--- config.mk ---
export PLATFORM = sky130hd
export DESIGN_NAME = cosd_top
export DESIGN_NICKNAME = d
export VERILOG_FILES = /design/src/cosd_delay.v /design/src/cosd_top.v
export VERILOG_INCLUDE_DIRS = /design/src /design/src/src
export SDC_FILE = /design/constraint.sdc
export NUM_CORES = 1
export LEC_CHECK = 0
export BUFFER_PORTS_ARGS = -buffer_cell sky130_fd_sc_hd__buf_2
export CAP_MARGIN = 20
export CORE_MARGIN = 1
export CORE_UTILIZATION = 58
export CTS_CLUSTER_DIAMETER = 50
export CTS_CLUSTER_SIZE = 40
export DETAILED_ROUTE_END_ITERATION = 7
export MAX_ROUTING_LAYER = met4
export PLACE_DENSITY = 0.8
export SETUP_SLACK_MARGIN = 0.4
export SLEW_MARGIN = 0
export SYNTH_ARGS = -nofsm -noshare
export SYNTH_HDL_FRONTEND = slang
export SYNTH_SLANG_ARGS = --single-unit
export TNS_END_PERCENT = 10
--- constraint.sdc ---
create_clock -name clk_i -period 2 [get_ports clk_i]
set_input_delay 0.1 -clock clk_i [delete_from_list [all_inputs] [get_ports clk_i]]
set_output_delay 0.1 -clock clk_i [all_outputs]
set_load 0.01 [all_outputs]
--- src/cosd_defines.vh ---
// register offsets, field positions and reset values for the shutdown/steering block
// assumes an 8-bit register port with index addressing
`ifndef COSD_DEFINES_VH
`define COSD_DEFINES_VH

// ***************************************
// register indices
// ***************************************
`define COSD_ADDR_FMODE 4'h0
`define COSD_ADDR_FENA 4'h1
`define COSD_ADDR_SD0 4'h2
`define COSD_ADDR_SD1 4'h3
`define COSD_ADDR_STEER 4'h4
`define COSD_ADDR_RDB 4'h5
`define COSD_ADDR_PHF 4'h6
`define COSD_ADDR_CFG 4'h7

// ***************************************
// field positions
// ***************************************
`define COSD_SD0_STATUS 7
`define COSD_SD0_ARST 6
`define COSD_SD0_BD_HI 5
`define COSD_SD0_BD_LO 4
`define COSD_SD0_AC_HI 3
`define COSD_SD0_AC_LO 2
`define COSD_CFG_RDBS 7

// ***************************************
// masks and reset values
// ***************************************
`define COSD_SD0_MASK 8'hfc
`define COSD_SD1_MASK 8'h0f
`define COSD_CNT6_MASK 8'h3f
`define COSD_CFG_MASK 8'h8f
`define COSD_RST_8 8'h00
`define COSD_RST_6 6'h00

// override level codes
`define COSD_OVR_HIGH 2'h3
`define COSD_OVR_LOW 2'h2
`define COSD_OVR_TRI 2'h1
`define COSD_OVR_INACT 2'h0

`endif

--- src/cosd_delay.v ---
// one 6-bit down counter used for the dead-band and phase delays
// assumes load and tick are synchronous to clk_i
`timescale 1ns/1ps
module cosd_delay #(
   parameter WIDTH = 6
) (
   input wire clk_i,
   input wire nrst_i,
   input wire load_i,
   input wire [WIDTH-1:0] value_i,
   input wire tick_i,
   output reg busy_o,
   output wire done_o
);
   reg [WIDTH-1:0] count;
   // done on a tick while busy with the count at zero
   assign done_o = busy_o && (count == {WIDTH{1'b0}}) && tick_i;

   // counts ticks down from the loaded value
   always @(posedge clk_i or negedge nrst_i) begin
      if (!nrst_i) begin
         count <= {WIDTH{1'b0}};
         busy_o <= 1'b0;
      end else if (load_i) begin
         count <= value_i;
         busy_o <= 1'b1;
      end else if (done_o) begin
         busy_o <= 1'b0;
      end else if (busy_o && tick_i) begin
         count <= count - {{(WIDTH-1){1'b0}}, 1'b1};
      end
   end
endmodule

--- src/cosd_top.v ---
// falling-event source selection, auto-shutdown, steering and rising dead-band
// assumes event sources, waveforms and chain ticks are synchronous to clk_i
//
// Summary of operation
// - enabled edge source falls after phase delay
// - enabled level source low falls at once
// - disabled falling source is ignored entirely
// - mode bits pick edge or level detection per source
// - status bit reads one while shut down
// - bit six enables automatic restart
// - pair b/d forced by override code
// - pair a/c forced by override code
// - any enabled low shutdown source shuts down
// - static levels held per output
// - steering picks waveform or static level
// - six-bit rising dead-band in generator clocks
// - rising dead-band counts chain elements when selected
// - unimplemented bits ignore writes, read zero
// - falling phase delay is six-bit clock count
`timescale 1ns/1ps
`include "cosd_defines.vh"
module cosd_top #(
   parameter NSRC = 8,
   parameter NSD = 4
) (
   input wire clk_i,
   input wire nrst_i,
   input wire [3:0] addr_i,
   input wire [7:0] wdata_i,
   input wire wr_i,
   input wire rd_i,
   output reg [7:0] rdata_o,
   input wire [NSRC-1:0] fall_src_i,
   input wire [NSD-1:0] sd_src_i,
   input wire rise_event_i,
   input wire chain_tick_i,
   input wire [3:0] wave_i,
   output reg [3:0] out_o,
   output reg [3:0] out_oe_o,
   output reg fall_event_o,
   output reg primary_o
);
   // ***************************************
   // registers
   // ***************************************
   reg [7:0] falling_mode_bits;
   reg [7:0] falling_source_enables;
   reg shutdown_status;
   reg auto_restart_enable;
   reg [1:0] override_level_pair_bd;
   reg [1:0] override_level_pair_ac;
   reg [3:0] shutdown_enables;
   reg [7:0] output_steering;
   reg [5:0] rising_deadband_value;
   reg [5:0] falling_phase_delay_value;
   reg rising_deadband_source_sel;
   reg [3:0] polarity;
   reg [NSRC-1:0] fall_src_q;
   reg shut_out;

   wire sd_wr = wr_i && (addr_i == `COSD_ADDR_SD0);
   wire [NSRC-1:0] edge_hit;
   wire [NSRC-1:0] level_hit;
   wire sd_request;
   wire sources_high;
   wire phf_done;
   wire phf_busy;
   wire rdb_done;
   wire rdb_busy;

   // ***************************************
   // register writes
   // ***************************************
   // falling source modes, enables and phase delay
   always @(posedge clk_i or negedge nrst_i) begin
      if (!nrst_i) begin
         falling_mode_bits <= `COSD_RST_8;
         falling_source_enables <= `COSD_RST_8;
         falling_phase_delay_value <= `COSD_RST_6;
      end else if (wr_i) begin
         case (addr_i)
            `COSD_ADDR_FMODE: falling_mode_bits <= wdata_i;
            `COSD_ADDR_FENA: falling_source_enables <= wdata_i;
            `COSD_ADDR_PHF: falling_phase_delay_value <= wdata_i[5:0];
            default: begin
            end
         endcase
      end
   end

   // shutdown controls; the status bit lives in its own process below
   always @(posedge clk_i or negedge nrst_i) begin
      if (!nrst_i) begin
         auto_restart_enable <= 1'b0;
         override_level_pair_bd <= 2'h0;
         override_level_pair_ac <= 2'h0;
         shutdown_enables <= 4'h0;
      end else if (wr_i) begin
         case (addr_i)
            `COSD_ADDR_SD0: begin
               auto_restart_enable <= wdata_i[`COSD_SD0_ARST];
               override_level_pair_bd <= wdata_i[`COSD_SD0_BD_HI:`COSD_SD0_BD_LO];
               override_level_pair_ac <= wdata_i[`COSD_SD0_AC_HI:`COSD_SD0_AC_LO];
            end
            `COSD_ADDR_SD1: shutdown_enables <= wdata_i[3:0];
            default: begin
            end
         endcase
      end
   end

   // steering, rising dead-band and polarity; unimplemented bits dropped
   always @(posedge clk_i or negedge nrst_i) begin
      if (!nrst_i) begin
         output_steering <= `COSD_RST_8;
         rising_deadband_value <= `COSD_RST_6;
         rising_deadband_source_sel <= 1'b0;
         polarity <= 4'h0;
      end else if (wr_i) begin
         case (addr_i)
            `COSD_ADDR_STEER: output_steering <= wdata_i;
            `COSD_ADDR_RDB: rising_deadband_value <= wdata_i[5:0];
            `COSD_ADDR_CFG: begin
               rising_deadband_source_sel <= wdata_i[`COSD_CFG_RDBS];
               polarity <= wdata_i[3:0];
            end
            default: begin
            end
         endcase
      end
   end

   // ***************************************
   // register reads
   // ***************************************
   // read mux; unmapped indices and unimplemented bits give zero
   reg [7:0] next_rdata;
   always @* begin
      next_rdata = 8'h00;
      if (rd_i) begin
         case (addr_i)
            `COSD_ADDR_FMODE: next_rdata = falling_mode_bits;
            `COSD_ADDR_FENA: next_rdata = falling_source_enables;
            `COSD_ADDR_SD0: next_rdata = {shutdown_status, auto_restart_enable,
               override_level_pair_bd, override_level_pair_ac, 2'h0};
            `COSD_ADDR_SD1: next_rdata = {4'h0, shutdown_enables};
            `COSD_ADDR_STEER: next_rdata = output_steering;
            `COSD_ADDR_RDB: next_rdata = {2'h0, rising_deadband_value};
            `COSD_ADDR_PHF: next_rdata = {2'h0, falling_phase_delay_value};
            `COSD_ADDR_CFG: next_rdata = {rising_deadband_source_sel, 3'h0, polarity};
            default: next_rdata = 8'h00;
         endcase
      end
   end

   // read data stands only in the cycle after the strobe, zero otherwise
   always @(posedge clk_i or negedge nrst_i) begin
      if (!nrst_i) begin
         rdata_o <= 8'h00;
      end else begin
         rdata_o <= next_rdata;
      end
   end

   // ***************************************
   // falling event selection
   // ***************************************
   // per-source edge and level detection
   genvar g;
   generate
      for (g = 0; g < NSRC; g = g + 1) begin : g_fsrc
         assign edge_hit[g] = falling_source_enables[g] && falling_mode_bits[g]
            && fall_src_q[g] && !fall_src_i[g];
         assign level_hit[g] = falling_source_enables[g] && !falling_mode_bits[g]
            && !fall_src_i[g];
      end
   endgenerate

   // previous source levels for edge detection
   always @(posedge clk_i or negedge nrst_i) begin
      if (!nrst_i) begin
         fall_src_q <= {NSRC{1'b1}};
      end else begin
         fall_src_q <= fall_src_i;
      end
   end

   // phase delay on edge-mode falling events
   cosd_delay #(.WIDTH(6)) u_phf (
      .clk_i(clk_i),
      .nrst_i(nrst_i),
      .load_i((|edge_hit) && !phf_busy),
      .value_i(falling_phase_delay_value),
      .tick_i(1'b1),
      .busy_o(phf_busy),
      .done_o(phf_done)
   );

   // falling event output: immediate level or delayed edge
   always @(posedge clk_i or negedge nrst_i) begin
      if (!nrst_i) begin
         fall_event_o <= 1'b0;
      end else begin
         fall_event_o <= (|level_hit) || phf_done;
      end
   end

   // ***************************************
   // auto-shutdown
   // ***************************************
   assign sd_request = |(shutdown_enables & ~sd_src_i);
   assign sources_high = !sd_request;

   // status: hardware set wins over software clear
   always @(posedge clk_i or negedge nrst_i) begin
      if (!nrst_i) begin
         shutdown_status <= 1'b0;
      end else if (sd_request) begin
         shutdown_status <= 1'b1;
      end else if (sd_wr) begin
         shutdown_status <= wdata_i[`COSD_SD0_STATUS];
      end else if (auto_restart_enable && sources_high) begin
         shutdown_status <= 1'b0;
      end
   end

   // outputs leave shutdown only at a rising event
   always @(posedge clk_i or negedge nrst_i) begin
      if (!nrst_i) begin
         shut_out <= 1'b0;
      end else if (shutdown_status) begin
         shut_out <= 1'b1;
      end else if (rise_event_i) begin
         shut_out <= 1'b0;
      end
   end

   // ***************************************
   // rising dead-band
   // ***************************************
   // counts clocks or chain element ticks
   cosd_delay #(.WIDTH(6)) u_rdb (
      .clk_i(clk_i),
      .nrst_i(nrst_i),
      .load_i(rise_event_i),
      .value_i(rising_deadband_value),
      .tick_i(rising_deadband_source_sel ? chain_tick_i : 1'b1),
      .busy_o(rdb_busy),
      .done_o(rdb_done)
   );

   // primary goes high when the dead-band expires, low on falling event
   always @(posedge clk_i or negedge nrst_i) begin
      if (!nrst_i) begin
         primary_o <= 1'b0;
      end else if (fall_event_o) begin
         primary_o <= 1'b0;
      end else if (rdb_done) begin
         primary_o <= 1'b1;
      end
   end

   // ***************************************
   // steering and override
   // ***************************************
   // next pin levels and enables, one slice per output a..d
   wire [3:0] next_out;
   wire [3:0] next_oe;
   genvar k;
   generate
      for (k = 0; k < 4; k = k + 1) begin : g_out
         // override code of this slice's pair
         wire [1:0] ovr_code;
         // waveform with this output's own polarity applied
         wire steered_wave;
         // static level from the upper nibble of the steering register
         wire static_level;
         // level and enable while shut down
         reg ovr_level;
         reg ovr_enable;
         if (k % 2 == 1) begin : g_bd
            assign ovr_code = override_level_pair_bd;
         end else begin : g_ac
            assign ovr_code = override_level_pair_ac;
         end
         assign steered_wave = wave_i[k] ^ polarity[k];
         assign static_level = output_steering[4 + k];

         // override decode; code zero gives the inactive level after polarity
         always @* begin
            case (ovr_code)
               `COSD_OVR_HIGH: begin
                  ovr_level = 1'b1;
                  ovr_enable = 1'b1;
               end
               `COSD_OVR_LOW: begin
                  ovr_level = 1'b0;
                  ovr_enable = 1'b1;
               end
               `COSD_OVR_TRI: begin
                  ovr_level = 1'b0; // pin released, level unused
                  ovr_enable = 1'b0;
               end
               default: begin
                  ovr_level = polarity[k];
                  ovr_enable = 1'b1;
               end
            endcase
         end

         // override beats steering; steering bit picks waveform or static level
         assign next_out[k] = shut_out ? ovr_level :
            (output_steering[k] ? steered_wave : static_level);
         assign next_oe[k] = shut_out ? ovr_enable : 1'b1;
      end
   endgenerate

   // registered pin levels and enables, so pins never glitch on a mux change
   always @(posedge clk_i or negedge nrst_i) begin
      if (!nrst_i) begin
         out_o <= 4'h0;
         out_oe_o <= 4'h0;
      end else begin
         out_o <= next_out;
         out_oe_o <= next_oe;
      end
   end
endmodule
# After elaboration in Yosys (flattened, before gate mapping)
# Cells that the tools add are included.
[classes]
n_eq_ne = 15
n_mux = 36
n_reduce_logical = 91
n_addsub = 2
n_bitwise = 6
[op_table]
columns = ["operator", "count"]
rows = [
  ["one-hot mux 8 bit (8 select lines)", 1],
  ["logical AND 1 bit", 47],
  ["two-way mux 6 bit", 6],
  ["two-way mux 1 bit", 24],
  ["AND reduction 2 bit", 10],
  ["logical NOT 1 bit", 18],
  ["equality test 4 x 3 -> 1 bit (second input constant)", 4],
  ["OR reduction 8 bit", 2],
  ["logical NOT 6 bit", 2],
  ["nonzero test 2 bit", 6],
  ["subtractor 6 x 1 -> 6 bit (second input constant)", 2],
  ["equality test 2 bit (second input constant)", 4],
  ["equality test 4 x 2 -> 1 bit (second input constant)", 2],
  ["two-way mux 8 bit", 1],
  ["one-hot mux 1 bit (2 select lines)", 4],
  ["bitwise AND 4 bit", 1],
  ["equality test 2 x 1 -> 1 bit (second input constant)", 2],
  ["equality test 4 x 1 -> 1 bit (second input constant)", 1],
  ["logical NOT 4 bit", 1],
  ["NOT 4 bit", 1],
  ["OR reduction 2 bit", 2],
  ["OR reduction 4 bit", 1],
  ["bitwise XOR 1 bit", 4],
  ["nonzero test 3 bit", 1],
  ["3 further kinds", 3],
]
[totals]
out_inout_bits = 18
reg_bits = 92

# Depth between registers and ports, before layout
[logic_depth]
ltp_word = 8
depth_mapped = 7
ltp_nobuf = 7

# By module
# Synthesis repeated with hierarchy kept, for this count alone.
[hier_totals]
hier_cells = 384
area_unflattened_um2 = 4516.8
[modules_own_cells]
columns = ["mod", "area_per_inst_um2", "cells_each", "n_inst"]
rows = [
  ["cosd_top", 3553.4, 276, 1],
  ["cosd_delay", 481.7, 54, 2],
]

# Least setup slack after synthesis
# No wires, ideal clock.
[synth_path]
kind = "flip-flop to flip-flop"
start = "register u_rdb.count[0]"
end = "register u_rdb.count[5]"
setup_ns = 0.125
stages_incl_launch_ff = 8
arrival_time_ns = 1.594
slack_ns = 0.282
path_buffers = 0
period_less_slack_ns = 1.718
required_time_ns = 1.875
path_cell_list = "dfrtp_1 > inv_1 > ha_1 > or2b_1 > o211ai_4 > nor4_1 > xor2_1 > mux2_2"
[synth_via]
elab_chain_len = 5
word_cells_on_any_way = 9
[synth_lines]
columns = ["element", "line", "rtl"]
rows = [
  ["start, declared", "cosd_delay.v:15", "reg [WIDTH-1:0] count;"],
  ["start signal, assigned", "cosd_delay.v:22", "count <= {WIDTH{1'b0}};"],
  ["start signal, assigned", "cosd_delay.v:25", "count <= value_i;"],
  ["start signal, assigned", "cosd_delay.v:30", "count <= count - {{(WIDTH-1){1'b0}}, 1'b1};"],
  ["branches (longest 5 deep; another with subtractor 6 x 1 -> 6 bit)", "--", ""],
]
# Several ways; the timed one is not identified. The select of a mux whose other input is x is not followed.
# A chain may end at the register's enable or synchronous reset.

# Worst setup path in the final report
[layout_path]
start = "register u_rdb.count[2]"
end = "register u_rdb.count[5]"
# Same word-level chain as after synthesis.

==> impl_metrics.yaml <==
floorplanning:
  dieArea_sq_um: 7800
  rows: 31
  die_h_um: 88.3
  initial_core_util_pct: 59.9
  ios: 52
  die_x_um: 88.3
  core_area_sq_um: 7210
setup_path:
  cp-start-kind: "register"
  reg2reg_slack_ns: 0.27
  path_class: "register to register"
  worstRegToRegCells: 5
  r2r-end: "u_rdb.count[5]"
  end_kind: "register"
  critPathRequiredTime_ns: 2.25
  cp.arrival_ns: 1.98
  rr_startpoint: "u_rdb.count[2]"
  crit_path_max_fanout: 4
min_path:
  min_path_cells: 2
  hp-class: "primary input to register"
  whs_endpoint: "falling_source_enables[6]"
  holdCritStartpoint: "wdata_i[6]"
power_and_ir_drop:
  ir_drop_mv: 0.537
  p_per_area_nw_per_um2: 1040
  p_leak_nw: 2.23
  p_total_mw: 5.22
clock_network:
  cts_max_level: 3
  cts_made_buffers: 9
  clk_pin_slew_ns: 0.09
  cts_tree: "built"
  cts-root-buf: "clkbuf_8"
  cts.sinks: 90
  clk_latency_ns: 0.36
  cts_max_path_buffers: 2
sta:
  fin_skew_ns: 0.00919
  rsz0062_at_grt: "true"
  period_share_pct: 86.4
  tightest_slew_ns: 0.472
  setup_viol: 0
  finalHoldViolCount: 0
  fmax_mhz: 579
  slew_headroom_pct: 68.4
  slew_viol_final: 0
  finalSetupTns_ns: 0
  min_period_ns: 1.73
  hold_ws_ns: 0.0467
place:
  gp_congestion: 0.985
  dp_hpwl_mm: 7.38
  portBuffers: 51
synthesis:
  synthesis.area_sq_um: 4320
  ys_warn_count: 0
  synth_seq_area_share_pct: 52.3
  synth_edf_count: 0
  synth_nets: 430
  synthArstFlopShare_pct: 100
  synth-seq-cells: 90
  synth_area_per_cell_sq_um: 11.0
  yosys.cell_types.count: 51
  syn_inst: 392
  dominantRegCellSynth: "dfrtp_1"
drt:
  wire_per_inst_um: 18.3
  drtIter0Drc: 216
  drc: 0
  vias: 3334
  ant_nets: 0
  drtPass1Iterations: 5
  drt-total-wl_mm: 10.2
  vias_per_cell: 5.95
grt:
  grt_pass1_vias: 3252
  grt_pass1_wl_mm: 16.4
  grt_use_total_pct: 29.4
  antenna_found_initial: 0
  gr-total-overflow: 0
  grt_start_max_net_pins: 53
finish:
  final_util_pct: 69.6
  drive_above_1_share_pct: 30.8
  multi_input_area_sq_um: 1920
  seq_area_sq_um: 2260
  nets: 494
  nFillCells: 533
  area_growth_pct: 16.1
  n_antenna_cell: 0
status:
  status: "completed"
job:
  maxCapViolCount: 0
-- report_power, final --
| group | total (mW) | switching, mW | internal [mW] |
|---|---|---|---|
| Sequential | 2.56 | 0.356 | 2.21 |
| Combinational | 1.40 | 0.676 | 0.722 |
| Clock | 1.26 | 0.614 | 0.648 |
-- metal layers --
metal  GRT usage (%)  part of all wire [%]
met1            39.3                    43
met2            45.7                    49
met3            3.45                   5.4
met5               -                     0
met4            12.5                   2.6
-- synthesized netlist by cell type, drive strengths merged, types with 10 or more instances --
library cell  instances  area (sq um)
a21oi                18          90.1
dfrtp                82          2050
inv                  20          75.1
mux2                 50           563
nand2                29           109
nor2                 28           105
nor3                 10          66.3
o21ai                20           100
-- cells in the final DEF, fill, tap and decap left out, types with 7 or more instances in the layout --
master	netlist	layout
xnor2_1	8	8
dfrtp_1	82	81
mux2i_1	7	7
buf_2	5	50
nor3_1	8	8
clkbuf_8	0	11
nand3_1	7	7
mux2_2	50	49
nand2_1	29	29
inv_1	20	18
o21ai_0	20	20
buf_4	2	9
dlygate4sd3_1	0	9
dfstp_2	8	8
a21oi_1	18	18
nand2b_1	8	8
nor2_1	28	28
-- metrics by stage --
stage,instance area (sq um),instances,setup slack (ns)
floorplan,4320,392,0.333
global placement,4670,529,0.290
detailed placement,4670,529,0.188
CTS,5010,560,0.279
global route,5020,560,0.228
finish,5020,560,0.273
-- state kept, by name (all words and copies together), names as in the netlist, 4 cells and up --
name,flops
u_rdb.count,6
fall_src_q,8
falling_phase_delay_value,6
shutdown_enables,4
falling_source_enables,8
polarity,4
u_phf.count,6
g_out.ovr_code,4
falling_mode_bits,8
rdata_o,8
rising_deadband_value,6
output_steering,8
out_o,4
-- critical path: stages (launching register included) --
cell and delay (ns):
dfrtp_2 0.44, or3_4 0.43, o211ai_4 0.26, nor4_2 0.07, xor2_1 0.15, mux2_4 0.27
-- how the worst max path moves through the flow --
stage / from / endpoint / depth (start not counted)
final: u_rdb.count[2] / u_rdb.count[5] / 5
after global routing: u_rdb.count[1] / u_rdb.count[2] / 8
after CTS: u_rdb.count[1] / u_rdb.count[5] / 7
after detailed placement: u_rdb.count[1] / u_rdb.count[5] / 7
after global placement: u_rdb.count[0] / u_rdb.count[5] / 7
after floorplan: u_rdb.count[0] / u_rdb.count[5] / 7
-- cell type report --
class	instances	area share, %
timing repair buffer	69	8.53
sequential	90	45.1
inverter	21	1.57
clock buffer	14	3.24
clock inverter	2	0.748
multi-input combinational	265	38.3
tap	99	2.47
-- kinds of logic after synthesis --
logic type      count (synthesis)  share of synthesized area [%]
mux                            58                           15.2
buf+inv                        37                           3.53
compound gates                 75                           11.4
simple gates                  118                           14.4
fa+ha+maj                       4                           1.16
flops                          90                           52.3
xor+xnor                       10                           2.03
-- repair_timing --
| action | in CTS | in global routing |
|---|---|---|
| pin swaps | 1 | 1 |
| setup buffers | 6 | 0 |
| hold endpoints to repair | 90 | 0 |
| setup endpoints to repair | 8 | 13 |
| hold buffers | 9 | 0 |
| resized for setup | 3 | 2 |
No activity file was read; power rests on OpenSTA's default activity.
